### src/capcmp_pkg.sv
// Package with register map, fields, bus carriers and mode decoding.
package capcmp_pkg;
	// ==========================================
	// Register byte offsets
	localparam logic [7:0] OFS_COUNTER_LO = 8'h00;
	localparam logic [7:0] OFS_COUNTER_HI = 8'h04;
	localparam logic [7:0] OFS_CAPTURE_LO = 8'h08;
	localparam logic [7:0] OFS_CAPTURE_HI = 8'h0C;
	localparam logic [7:0] OFS_CMPA_LO = 8'h10;
	localparam logic [7:0] OFS_CMPA_HI = 8'h14;
	localparam logic [7:0] OFS_CMPB_LO = 8'h18;
	localparam logic [7:0] OFS_CMPB_HI = 8'h1C;
	localparam logic [7:0] OFS_CONTROL = 8'h20;
	localparam logic [7:0] OFS_FLAGS = 8'h24;
	localparam logic [7:0] OFS_IRQ_ENABLE = 8'h28;
	localparam logic [7:0] OFS_FORCE = 8'h2C;
	// ==========================================
	// Field positions and reset values
	localparam int CTRL_MODE_LSB = 0;
	localparam int CTRL_EDGE_BIT = 4;
	localparam int CTRL_FILTER_BIT = 5;
	localparam int CTRL_SOURCE_BIT = 6;
	localparam int CTRL_ACTION_LSB = 8;
	localparam int CTRL_WIDTH = 12;
	localparam int FLAG_CAPTURE_BIT = 0;
	localparam int FLAG_COMPARE_LSB = 1;
	localparam logic [11:0] CTRL_RESET = 12'h000;
	localparam logic [2:0] FLAGS_RESET = 3'h0;
	localparam logic [2:0] IRQ_ENABLE_RESET = 3'h0;
	// ==========================================
	// Timing counts in system clock cycles
	localparam int FILTER_SAMPLES = 4;
	localparam int SYNC_STAGES = 2;
	// ==========================================
	// Bus carriers
	typedef struct packed {
		logic psel;
		logic penable;
		logic pwrite;
		logic [7:0] paddr;
		logic [31:0] pwdata;
	} apb_req_s;
	typedef struct packed {
		logic pready;
		logic [31:0] prdata;
		logic pslverr;
	} apb_rsp_s;
	// ==========================================
	// Waveform mode decoding
	function automatic logic is_pwm(input logic [3:0] m);
		return !(m == 4'h0 || m == 4'h4 || m == 4'hC || m == 4'hD);
	endfunction
	function automatic logic capture_is_top(input logic [3:0] m);
		return (m == 4'h8 || m == 4'hA || m == 4'hC || m == 4'hE);
	endfunction
	function automatic logic update_at_top(input logic [3:0] m);
		return (m == 4'h1 || m == 4'h2 || m == 4'h3 || m == 4'hA || m == 4'hB);
	endfunction
endpackage

### src/noise_filter.sv
// Four-sample majority-free noise filter with bypass.
`timescale 1ns/1ps
`default_nettype none
module noise_filter #(
	parameter int SAMPLES = 4
) (
	input wire logic core_clk,
	input wire logic srst,
	input wire logic ce,
	input wire logic enable,
	input wire logic raw,
	output logic filtered
);
	import capcmp_pkg::*;
	typedef struct packed {
		logic [SAMPLES-1:0] hist;
		logic out;
	} filt_state_s;
	filt_state_s s;
	filt_state_s next_s;
	generate
		if (SAMPLES < 2) begin : g_check
			$error("SAMPLES must be at least two.");
		end
	endgenerate
	// ==========================================
	// With enable set, output changes only when every stored sample agrees; otherwise it follows raw.
	always_comb begin
		next_s = s;
		next_s.hist = {s.hist[SAMPLES-2:0], raw};
		if (!enable) begin
			next_s.out = raw;
		end else if (&s.hist) begin // RQ8 RQ9
			next_s.out = 1'b1;
		end else if (~|s.hist) begin // RQ8 RQ9
			next_s.out = 1'b0;
		end
	end
	always_ff @(posedge core_clk) begin
		if (srst) begin
			s <= '0;
		end else if (ce) begin
			s <= next_s;
		end
	end
	assign filtered = s.out;
endmodule
`default_nettype wire

### src/compare_channel.sv
// One compare channel: double-buffered value, match and output state.
`timescale 1ns/1ps
`default_nettype none
module compare_channel (
	input wire logic core_clk,
	input wire logic srst,
	input wire logic ce,
	input wire logic [15:0] counter_value,
	input wire logic timer_tick,
	input wire logic block_match,
	input wire logic update_point,
	input wire logic pwm_mode,
	input wire logic cpu_write,
	input wire logic [15:0] cpu_data,
	input wire logic force_match_strobe,
	input wire logic [1:0] output_action_mode,
	output logic [15:0] compare_value,
	output logic [15:0] cpu_view,
	output logic match_event,
	output logic match_output_state
);
	import capcmp_pkg::*;
	typedef struct packed {
		logic [15:0] active;
		logic [15:0] buffer;
		logic ocs;
	} chan_state_s;
	chan_state_s s;
	chan_state_s next_s;
	logic hit;
	// ==========================================
	// Match, buffer transfer and output action.
	always_comb begin
		next_s = s;
		hit = timer_tick && counter_value == s.active && !block_match; // RQ12 RQ20 RQ21
		if (pwm_mode && timer_tick && update_point) begin
			next_s.active = s.buffer; // RQ15
		end
		if (cpu_write) begin
			if (pwm_mode) begin
				next_s.buffer = cpu_data; // RQ16 RQ18
			end else begin
				next_s.active = cpu_data; // RQ15 RQ16 RQ18
			end
		end
		if (hit || (force_match_strobe && !pwm_mode)) begin // RQ19
			unique case (output_action_mode) // RQ22
				2'h0: next_s.ocs = s.ocs; // RQ24
				2'h1: next_s.ocs = !s.ocs;
				2'h2: next_s.ocs = 1'b0;
				2'h3: next_s.ocs = 1'b1;
			endcase
		end
	end
	always_ff @(posedge core_clk) begin
		if (srst) begin
			s <= '0; // RQ23
		end else if (ce) begin
			s <= next_s;
		end
	end
	assign compare_value = s.active;
	assign cpu_view = pwm_mode ? s.buffer : s.active; // RQ17
	assign match_event = hit;
	assign match_output_state = s.ocs;
endmodule
`default_nettype wire

### src/timer16_capture_compare_units.sv
// Capture unit, two compare channels and their APB register file.
// Function
// RQ1 - A qualifying trigger edge copies the 16-bit counter into the capture register.
// RQ2 - Capture flag sets in the same cycle the capture register loads.
// RQ3 - Enabled capture flag requests interrupt; clears on service or written one.
// RQ4 - Capture low-byte read latches high byte; high read returns latch.
// RQ5 - Capture register writable only in capture-top modes; high byte first.
// RQ6 - Trigger is capture pin, or comparator output when its select bit is set.
// RQ7 - Changing trigger source may capture; software clears flag afterwards.
// RQ8 - Filter output changes only after four equal consecutive samples.
// RQ9 - Enabled filter adds four system-clock cycles latency, independent of prescaler.
// RQ10 - Filter and edge detector work except in capture-top modes.
// RQ11 - Every new capture overwrites the capture register.
// RQ12 - Compare equality sets the compare flag one timer clock later; the code sets it one system clock after the match.
// RQ13 - Enabled compare flag requests interrupt; clears on service or written one.
// RQ14 - Compare channel A value can serve as counter top.
// RQ15 - PWM modes double buffer compare values; normal and clear-on-match do not.
// RQ16 - CPU compare access targets buffer when buffered, else active value.
// RQ17 - Compare reads return both bytes directly without the latch.
// RQ18 - High byte loads latch; low write loads all 16 bits at once.
// RQ19 - Force strobe acts like a match in non-PWM modes, without flag.
// RQ20 - A CPU counter write blocks matches in the next timer cycle.
// RQ21 - Counter written equal to top misses the top match.
// RQ22 - Output state survives mode changes; action bits act at once.
// RQ23 - Reset clears each channel output state to zero.
// RQ24 - Action setting zero leaves output state unchanged on matches.
// RQ25 - Edge-select bit chooses rising or falling trigger transitions.
// RQ26 - Trigger inputs are synchronised before filtering and edge detection.
//
// Register access over APB and the register addresses were left to the implementer.
`timescale 1ns/1ps
`default_nettype none
module timer16_capture_compare_units #(
	parameter int CHANNELS = 2,
	parameter int SAMPLES = 4
) (
	input wire logic core_clk,
	input wire logic srst,
	input wire logic ce,
	input wire capcmp_pkg::apb_req_s apb_req,
	output capcmp_pkg::apb_rsp_s apb_rsp,
	input wire logic capture_pin,
	input wire logic comparator_output,
	input wire logic [15:0] counter_value,
	input wire logic timer_tick,
	input wire logic counter_at_top,
	input wire logic counter_at_bottom,
	input wire logic [2:0] irq_serviced,
	output logic counter_load,
	output logic [15:0] counter_load_value,
	output logic [15:0] capture_value,
	output logic [15:0] compare_a_value,
	output logic [2:0] irq_request,
	output logic [1:0] match_event,
	output logic [1:0] match_output_state
);
	import capcmp_pkg::*;

	typedef struct packed {
		logic [11:0] ctrl;
		logic [2:0] flags;
		logic [2:0] irq_en;
		logic [15:0] capture;
		logic [7:0] temp;
		logic [7:0] snap_hi;
		logic [31:0] rdata;
		logic [1:0] sync1;
		logic [1:0] sync2;
		logic prev_trig;
		logic block;
		logic load;
		logic [15:0] load_value;
	} top_state_s;

	top_state_s s;
	top_state_s next_s;

	generate
		if (CHANNELS != 2) begin : g_chk_ch
			$error("CHANNELS must be two.");
		end
		if (SAMPLES != FILTER_SAMPLES) begin : g_chk_samples
			$error("SAMPLES must equal the filter sample count.");
		end
	endgenerate

	// ==========================================
	// Control decoding
	logic [3:0] mode;
	logic pwm;
	logic cap_top;
	logic upd_point;
	logic trig_raw;
	logic trig_filt;
	logic cap_event;
	logic [15:0] ch_view [CHANNELS];
	logic [15:0] ch_value [CHANNELS];
	logic [CHANNELS-1:0] ch_write;
	logic [CHANNELS-1:0] ch_force;
	logic [CHANNELS-1:0] ch_match;

	always_comb begin
		mode = s.ctrl[CTRL_MODE_LSB +: 4];
		pwm = is_pwm(mode); // RQ15
		cap_top = capture_is_top(mode);
		upd_point = update_at_top(mode) ? counter_at_top : counter_at_bottom;
	end

	// ==========================================
	// Trigger source selection and filter
	always_comb begin
		if (s.ctrl[CTRL_SOURCE_BIT]) begin // RQ6 RQ7
			trig_raw = s.sync2[1];
		end else begin
			trig_raw = s.sync2[0];
		end
	end

	noise_filter #(
		.SAMPLES(SAMPLES)
	) u_filter (
		.core_clk(core_clk),
		.srst(srst),
		.ce(ce),
		.enable(s.ctrl[CTRL_FILTER_BIT]), // RQ9
		.raw(trig_raw),
		.filtered(trig_filt)
	);

	// ==========================================
	// Edge detection
	always_comb begin
		if (cap_top) begin
			cap_event = 1'b0; // RQ10
		end else if (s.ctrl[CTRL_EDGE_BIT]) begin
			cap_event = trig_filt && !s.prev_trig; // RQ25
		end else begin
			cap_event = !trig_filt && s.prev_trig; // RQ25
		end
	end

	// ==========================================
	// APB decoding
	logic setup;
	logic access;
	logic mapped;
	logic wr;
	logic rd;
	logic [7:0] wbyte;
	logic [15:0] wword;

	always_comb begin
		setup = apb_req.psel && !apb_req.penable;
		access = apb_req.psel && apb_req.penable && ce;
		mapped = apb_req.paddr[1:0] == 2'h0 && apb_req.paddr <= OFS_FORCE;
		wr = access && apb_req.pwrite && mapped;
		rd = access && !apb_req.pwrite && mapped;
		wbyte = apb_req.pwdata[7:0];
		wword = {s.temp, wbyte};
	end

	always_comb begin
		ch_write[0] = wr && apb_req.paddr == OFS_CMPA_LO; // RQ18
		ch_write[1] = wr && apb_req.paddr == OFS_CMPB_LO; // RQ18
		ch_force = '0;
		if (wr && apb_req.paddr == OFS_FORCE) begin
			ch_force = wbyte[1:0]; // RQ19
		end
	end

	// ==========================================
	// Compare channels
	genvar gi;
	generate
		for (gi = 0; gi < CHANNELS; gi++) begin : g_ch
			compare_channel u_chan (
				.core_clk(core_clk),
				.srst(srst),
				.ce(ce),
				.counter_value(counter_value),
				.timer_tick(timer_tick),
				.block_match(s.block), // RQ20 RQ21
				.update_point(upd_point),
				.pwm_mode(pwm),
				.cpu_write(ch_write[gi]),
				.cpu_data(wword),
				.force_match_strobe(ch_force[gi]),
				.output_action_mode(s.ctrl[CTRL_ACTION_LSB + 2 * gi +: 2]),
				.compare_value(ch_value[gi]),
				.cpu_view(ch_view[gi]),
				.match_event(ch_match[gi]),
				.match_output_state(match_output_state[gi])
			);
		end
	endgenerate

	// ==========================================
	// Read data selection at the setup cycle
	logic [7:0] rd_byte;
	logic [7:0] rd_snap;

	always_comb begin
		rd_byte = 8'h00;
		rd_snap = s.snap_hi;
		unique case (apb_req.paddr)
			OFS_COUNTER_LO: begin
				rd_byte = counter_value[7:0];
				rd_snap = counter_value[15:8];
			end
			OFS_COUNTER_HI: rd_byte = s.temp;
			OFS_CAPTURE_LO: begin
				rd_byte = s.capture[7:0];
				rd_snap = s.capture[15:8]; // RQ4
			end
			OFS_CAPTURE_HI: rd_byte = s.temp; // RQ4
			OFS_CMPA_LO: rd_byte = ch_view[0][7:0]; // RQ17
			OFS_CMPA_HI: rd_byte = ch_view[0][15:8]; // RQ17
			OFS_CMPB_LO: rd_byte = ch_view[1][7:0]; // RQ17
			OFS_CMPB_HI: rd_byte = ch_view[1][15:8]; // RQ17
			OFS_FLAGS: rd_byte = {5'h00, s.flags};
			OFS_IRQ_ENABLE: rd_byte = {5'h00, s.irq_en};
			default: rd_byte = 8'h00;
		endcase
	end

	// ==========================================
	// State update
	logic [2:0] set_f;
	logic [2:0] clr_f;

	always_comb begin
		next_s = s;
		next_s.sync1 = {comparator_output, capture_pin}; // RQ26
		next_s.sync2 = s.sync1; // RQ26
		next_s.prev_trig = trig_filt;
		next_s.load = 1'b0;
		set_f = '0;
		clr_f = irq_serviced & irq_request; // RQ3 RQ13
		if (setup) begin
			next_s.snap_hi = rd_snap;
			if (apb_req.paddr == OFS_CONTROL) begin
				next_s.rdata = {20'h00000, s.ctrl};
			end else begin
				next_s.rdata = {24'h000000, rd_byte};
			end
		end
		if (timer_tick) begin
			next_s.block = 1'b0; // RQ20
		end
		if (cap_event) begin
			next_s.capture = counter_value; // RQ1 RQ11
			set_f[FLAG_CAPTURE_BIT] = 1'b1; // RQ2
		end
		set_f[FLAG_COMPARE_LSB +: 2] = ch_match; // RQ12
		if (rd && (apb_req.paddr == OFS_COUNTER_LO || apb_req.paddr == OFS_CAPTURE_LO)) begin
			next_s.temp = s.snap_hi; // RQ4
		end
		if (wr) begin
			unique case (apb_req.paddr)
				OFS_COUNTER_HI, OFS_CAPTURE_HI, OFS_CMPA_HI, OFS_CMPB_HI: begin
					next_s.temp = wbyte; // RQ18
				end
				OFS_COUNTER_LO: begin
					next_s.load = 1'b1;
					next_s.load_value = wword;
					next_s.block = 1'b1; // RQ20 RQ21
				end
				OFS_CAPTURE_LO: begin
					if (cap_top) begin
						next_s.capture = wword; // RQ5
					end
				end
				OFS_CONTROL: next_s.ctrl = apb_req.pwdata[CTRL_WIDTH-1:0]; // RQ22
				OFS_FLAGS: clr_f = clr_f | apb_req.pwdata[2:0]; // RQ3 RQ13
				OFS_IRQ_ENABLE: next_s.irq_en = apb_req.pwdata[2:0];
				default: begin
				end
			endcase
		end
		next_s.flags = (s.flags & ~clr_f) | set_f;
	end

	always_ff @(posedge core_clk) begin
		if (srst) begin
			s <= '0;
			s.ctrl <= CTRL_RESET;
			s.flags <= FLAGS_RESET;
			s.irq_en <= IRQ_ENABLE_RESET;
		end else if (ce) begin
			s <= next_s;
		end
	end

	// ==========================================
	// Outputs
	always_comb begin
		apb_rsp.pready = access;
		apb_rsp.prdata = s.rdata;
		apb_rsp.pslverr = access && !mapped;
		irq_request = s.flags & s.irq_en; // RQ3 RQ13
		counter_load = s.load;
		counter_load_value = s.load_value;
		capture_value = s.capture;
		compare_a_value = ch_value[0]; // RQ14
		match_event = ch_match;
	end
endmodule
`default_nettype wire

### config.mk
export PLATFORM = sky130hd
export DESIGN_NAME = timer16_capture_compare_units
export DESIGN_NICKNAME = d
export VERILOG_FILES = /design/src/capcmp_pkg.sv /design/src/noise_filter.sv /design/src/compare_channel.sv /design/src/timer16_capture_compare_units.sv
export SDC_FILE = /design/constraint.sdc
export NUM_CORES = 1
export LEC_CHECK = 0
export ABC_AREA = 0
export BUFFER_PORTS_ARGS = -buffer_cell sky130_fd_sc_hd__buf_2
export CAP_MARGIN = 20
export CORE_MARGIN = 4
export CORE_UTILIZATION = 57
export CTS_CLUSTER_DIAMETER = 40
export DETAILED_ROUTE_END_ITERATION = 8
export GPL_TIMING_DRIVEN = 0
export PLACE_DENSITY = 0.82
export SYNTH_ARGS = -nofsm -noshare
export SYNTH_HDL_FRONTEND = slang
export SYNTH_HIERARCHICAL = 1
export SYNTH_SLANG_ARGS = --single-unit
### constraint.sdc
create_clock -name core_clk -period 3.3 [get_ports core_clk]
set_clock_uncertainty 0.1 [all_clocks]
set_input_delay 0.495 -clock core_clk [delete_from_list [all_inputs] [get_ports core_clk]]
set_output_delay 0.495 -clock core_clk [all_outputs]
set_load 0.005 [all_outputs]
# --- Yosys cells after proc, flatten, opt, wreduce, memory -nomap -nowiden ---
# Index checks and enable logic that the tools add are counted.
# W data, S select, Z words.
word_totals:
  reg_bits: 176
  input_bits: 70
  output_inout_bits: 90
  elab_cells: 161
op_classes:
  order_cmp: 1
  eq_ne: 30
  muxes: 35
  bitwise: 9
  reduce_logical: 65
ops:
  columns: ["op", "count"]
  rows:
  - ["$mux W16", 11]
  - ["$pmux W8 S9", 1]
  - ["$mux W32", 2]
  - ["$mux W18", 2]
  - ["$eq A16 B16 Y1", 2]
  - ["$eq A8 B5 Y1 const B", 4]
  - ["$eq A8 B6 Y1 const B", 4]
  - ["$eq A4 B4 Y1 const B", 6]
  - ["$mux W24", 1]
  - ["$reduce_and A3 Y1", 8]
  - ["$logic_and A1 B1 Y1", 23]
  - ["$eq A8 B4 Y1 const B", 2]
  - ["$mux W8", 2]
  - ["$pmux W8 S2", 1]
  - ["$logic_or A1 B1 Y1", 13]
  - ["$mux W12", 1]
  - ["$and A3 B3 Y3", 3]
  - ["$logic_not A1 Y1", 9]
  - ["$mux W1", 9]
  - ["$eq A2 B2 Y1 const B", 4]
  - ["$eq A4 B2 Y1 const B", 2]
  - ["$eq A8 B3 Y1 const B", 1]
  - ["$le A8 B6 Y1 const B", 1]
  - ["$logic_not A8 Y1", 1]
  - ["17 further kinds", 27]

# --- Longest topological paths before layout ---
depth:
  depth_word: 10
  depth_mapped: 14
  mapped_depth_nobuf: 9

# --- Modules after synthesis ---
# Netlist, hierarchy kept.
by_module_without_submodules:
  columns: ["mod", "instances", "cells_per_inst", "area_each_um2"]
  rows:
  - ["timer16_capture_compare_units", 1, 613, 5161.2]
  - ["compare_channel", 2, 224, 1993.2]
  - ["noise_filter", 1, 21, 221.5]

# --- Worst setup path after synthesis ---
# OpenSTA, ideal clock, no wires.
synth_timing:
  kind: "input-to-reg"
  startpoint: "in apb_req[39] in the netlist's numbering"
  endpoint: "reg g_ch[1].u_chan.s (netlist bit g_ch[1].u_chan/compare_value[10])"
  setup_ns: 0.146
  t_arrival_ns: 2.639
  required_time_ns: 3.054
  slack_ns: 0.415
  stages: 13
  n_path_buf: 5
  cell_sequence: "buf_4 > nor4_4 > and3_1 > buf_2 > buf_2 > nand2_1 > nor2_1 > nor2b_1 > buf_4 > a31oi_1 > nor2b_2 > buf_2 > a211oi_2"
synth_between:
  elab_chain_cells: 5
synth_lines:
  columns: ["element", "line_no", "rtl"]
  rows:
  - ["from (decl)", "timer16_capture_compare_units.sv:40", "input wire capcmp_pkg::apb_req_s apb_req,"]
  - ["$le A8 B6 Y1", "timer16_capture_compare_units.sv:155", "mapped = apb_req.paddr[1:0] == 2'h0 && apb_req.paddr <= OFS_FORCE;"]
  - ["$logic_and A1 B1 Y1", "timer16_capture_compare_units.sv:155", null]
  - ["$logic_and A1 B1 Y1", "timer16_capture_compare_units.sv:156", "wr = access && apb_req.pwrite && mapped;"]
  - ["$logic_and A1 B1 Y1 (*)", "timer16_capture_compare_units.sv:164", "ch_write[1] = wr && apb_req.paddr == OFS_CMPB_LO;"]
  - ["net ch_write[1]", "timer16_capture_compare_units.sv:98", "logic [CHANNELS-1:0] ch_write;"]
  - ["$mux W32 (*)", "compare_channel.sv:39", "if (cpu_write) begin"]
  - ["to (signal assigned)", "compare_channel.sv:59", "s <= next_s;"]
  - ["to (decl)", "compare_channel.sv:28", "chan_state_s s;"]
# The timed path passes the listed nets; every way through them passes the cells marked *.
# A chain may end at the register's enable or synchronous reset.

==> flow_summary.ini <==
[clock_network]
clockBufferDepth = 2
cts_root_buf = clkbuf_16
cts_num_sinks = 156
numCtsBuffers = 17
cts_tree = done
clock_latency_ns = 0.43
cts.clk_slew.worst_paths_ns = 0.06
htreeDepth = 4

[power_and_ir_drop]
peakVddDrop_v = 0.000336
p_leak_uw = 0.00424
total_power_uw = 4210
powerDensity_nw_per_um2 = 390

[floorplan]
rows = 46
dieArea_um2 = 18300
core_area_um2 = 15900
die_y_um = 135
die_x_um = 135
start_util_pct = 58.2
io_pins = 160

[setup_path]
path_max_fanout = 10
crit_type = register to register
cp-start-kind = register
end_kind = register
required_ns = 3.49
arrival_ns = 3.39

[drt]
vias_per_cell = 6.20
routed_wl_mm = 32.2
avgRoutedWirePerCell_um = 22.2
vias = 8991
drc = 0
first_pass_iters = 5
final_antenna_net_count = 0
drtIter0Drc = 1018

[sta]
drv_slew = 0
max_freq_mhz = 312
setup_ws_ns = 0.0941
tightest_slew_ns = 0.829
maxSlewHeadroom_pct = 44.3
finalCritPeriodShare_pct = 97.1
rsz0062_at_grt = false
final_hold_viol_count = 0
setup_viol = 0
setup_tns_ns = 0
final.min_clock_period_ns = 3.21

[job]
maxCapViolations = 0

[place]
dp_slack_ns = -0.538
place_congestion = 1.01
port_buffers = 117
hpwl_mm = 23.6

[cells_and_area]
n_fill_cell = 1368
insertedDiodeCount = 0
drive_above_1_share_pct = 29.4
nNetsFinal = 1292
syn_to_final_growth_pct = 16.5

[grt]
grt_pass1_vias = 8235
grt_pass1_wl_mm = 47.9
grtUsageTotal_pct = 34.4
grt_max_degree = 18
antenna_found_initial = 2
overflow = 0

[outcome]
status = complete, no violations

[logic_synthesis]
netlist_area_um2 = 9250
synth.avg_cell_area_um2 = 8.68
synthCells = 1066
yosys_warnings = 6

[worst_hold_path]
hp-class = input pin to register
## routing by layer
metal / up-vias / part of all wire (%) / global-route usage [%]
met4: 2 / 6.3 / 21.0
li1: 4051 / - / -
met3: 147 / 11 / 7.10
met1: 4234 / 39 / 46.1
met2: 557 / 44 / 50.9
met5: - / 0.040 / 0
## power breakdown
group	total [uW]	leakage, uW	internal, uW	switching (uW)
sequential	1900	0.00126	1890	10.0
clock	1940	0.000271	1130	811
combinational	359	0.00271	119	239
## placed cells by master, fill, tap and decap left out, types with 4 or more instances in the layout
cell and instances:
nor4_1 8, nor3_1 17, a31oi_1 8, and4_1 6
and2_1 19, a211oi_1 16, o31ai_1 15, nand3_1 49
buf_4 96, xor2_1 24, and4b_1 4, xnor2_1 8
mux2i_1 58, and3_1 6, nand2_1 90, nand4_1 5
o21ai_0 47, conb_1 20, nor2_1 71, clkbuf_16 17
a211oi_2 28, clkbuf_1 35, buf_1 4, mux2_2 38
buf_2 136, dfxtp_1 156, a32oi_1 17, a21oi_1 79
nand2b_1 6, nor3b_1 7, buf_6 4, a22oi_1 4
inv_1 24, nand3b_1 11, o22ai_1 8, nor2b_1 10
a311oi_1 7
## critical path, cell delays in order, from the launching register on
cell and delay (ns):
dfxtp_1 0.47, o21ai_0 0.15, nand2b_1 0.45, buf_2 0.34, buf_2 0.31, mux2_2 0.41, mux2i_1 0.19, o32ai_1 0.13
a32oi_1 0.35, a311oi_1 0.14
## flip-flops by register name (all words and copies together) (netlist names)
name,count
u_filter/s,1
u_filter/next_s,3
counter_load_value,16
capture_value,16
g_ch.u_chan/compare_value,32
counter_load,1
s,34
g_ch.u_chan/s,32
next_s,2
mode,4
apb_rsp,12
u_filter/filtered,1
g_ch.u_chan/match_output_state,2
## path summary, 6_finish.rpt
kind | start | end | slack [ns] | cells past startpoint
worst max register to register | mode[0]$_SDFFE_PP0P_ | apb_rsp[3]$_SDFFE_PP0P_ | 0.09 | 9
worst max-delay path | mode[0]$_SDFFE_PP0P_ | apb_rsp[3]$_SDFFE_PP0P_ | 0.09 | 9
worst min-delay path | comparator_output | next_s[20]$_SDFFE_PP0P_ | 0.20 | 3
worst min register to register | apb_rsp[12]$_SDFFE_PP0P_ | apb_rsp[12]$_SDFFE_PP0P_ | 0.35 | 2
## per-stage QoR
stage          instances  hold WS (ns)  instance area (um2)  utilization (%)
2_1_floorplan       1085         0.332                 9320                -
3_3_place_gp        1418         0.344                10200             64.1
3_5_place_dp        1418         0.346                10200             64.1
4_1_cts             1450         0.197                10800             67.7
5_1_grt             1451         0.215                10800             67.9
6_report            1451         0.200                10800             67.9
## timing repair
item                                   4_1_cts  5_1_grt
pin swaps                                    0        1
hold buffers                                 0        0
setup buffers                                0        2
setup endpoints to repair                   25       36
resized for setup                            2        5
endpoints found under the hold margin        0        0
## cell type report
cell class	instances	area, um2	area share (%)
Multi-Input combinational cell	747	5120	47.5
Sequential cell	156	3120	29.0
Buffer	157	1010	9.34
Timing Repair Buffer	119	603	5.59
Clock buffer	22	454	4.21
Tap cell	216	270	2.51
Clock inverter	10	115	1.07
Inverter	24	90.1	0.836
(Power assumes the default switching activity.)
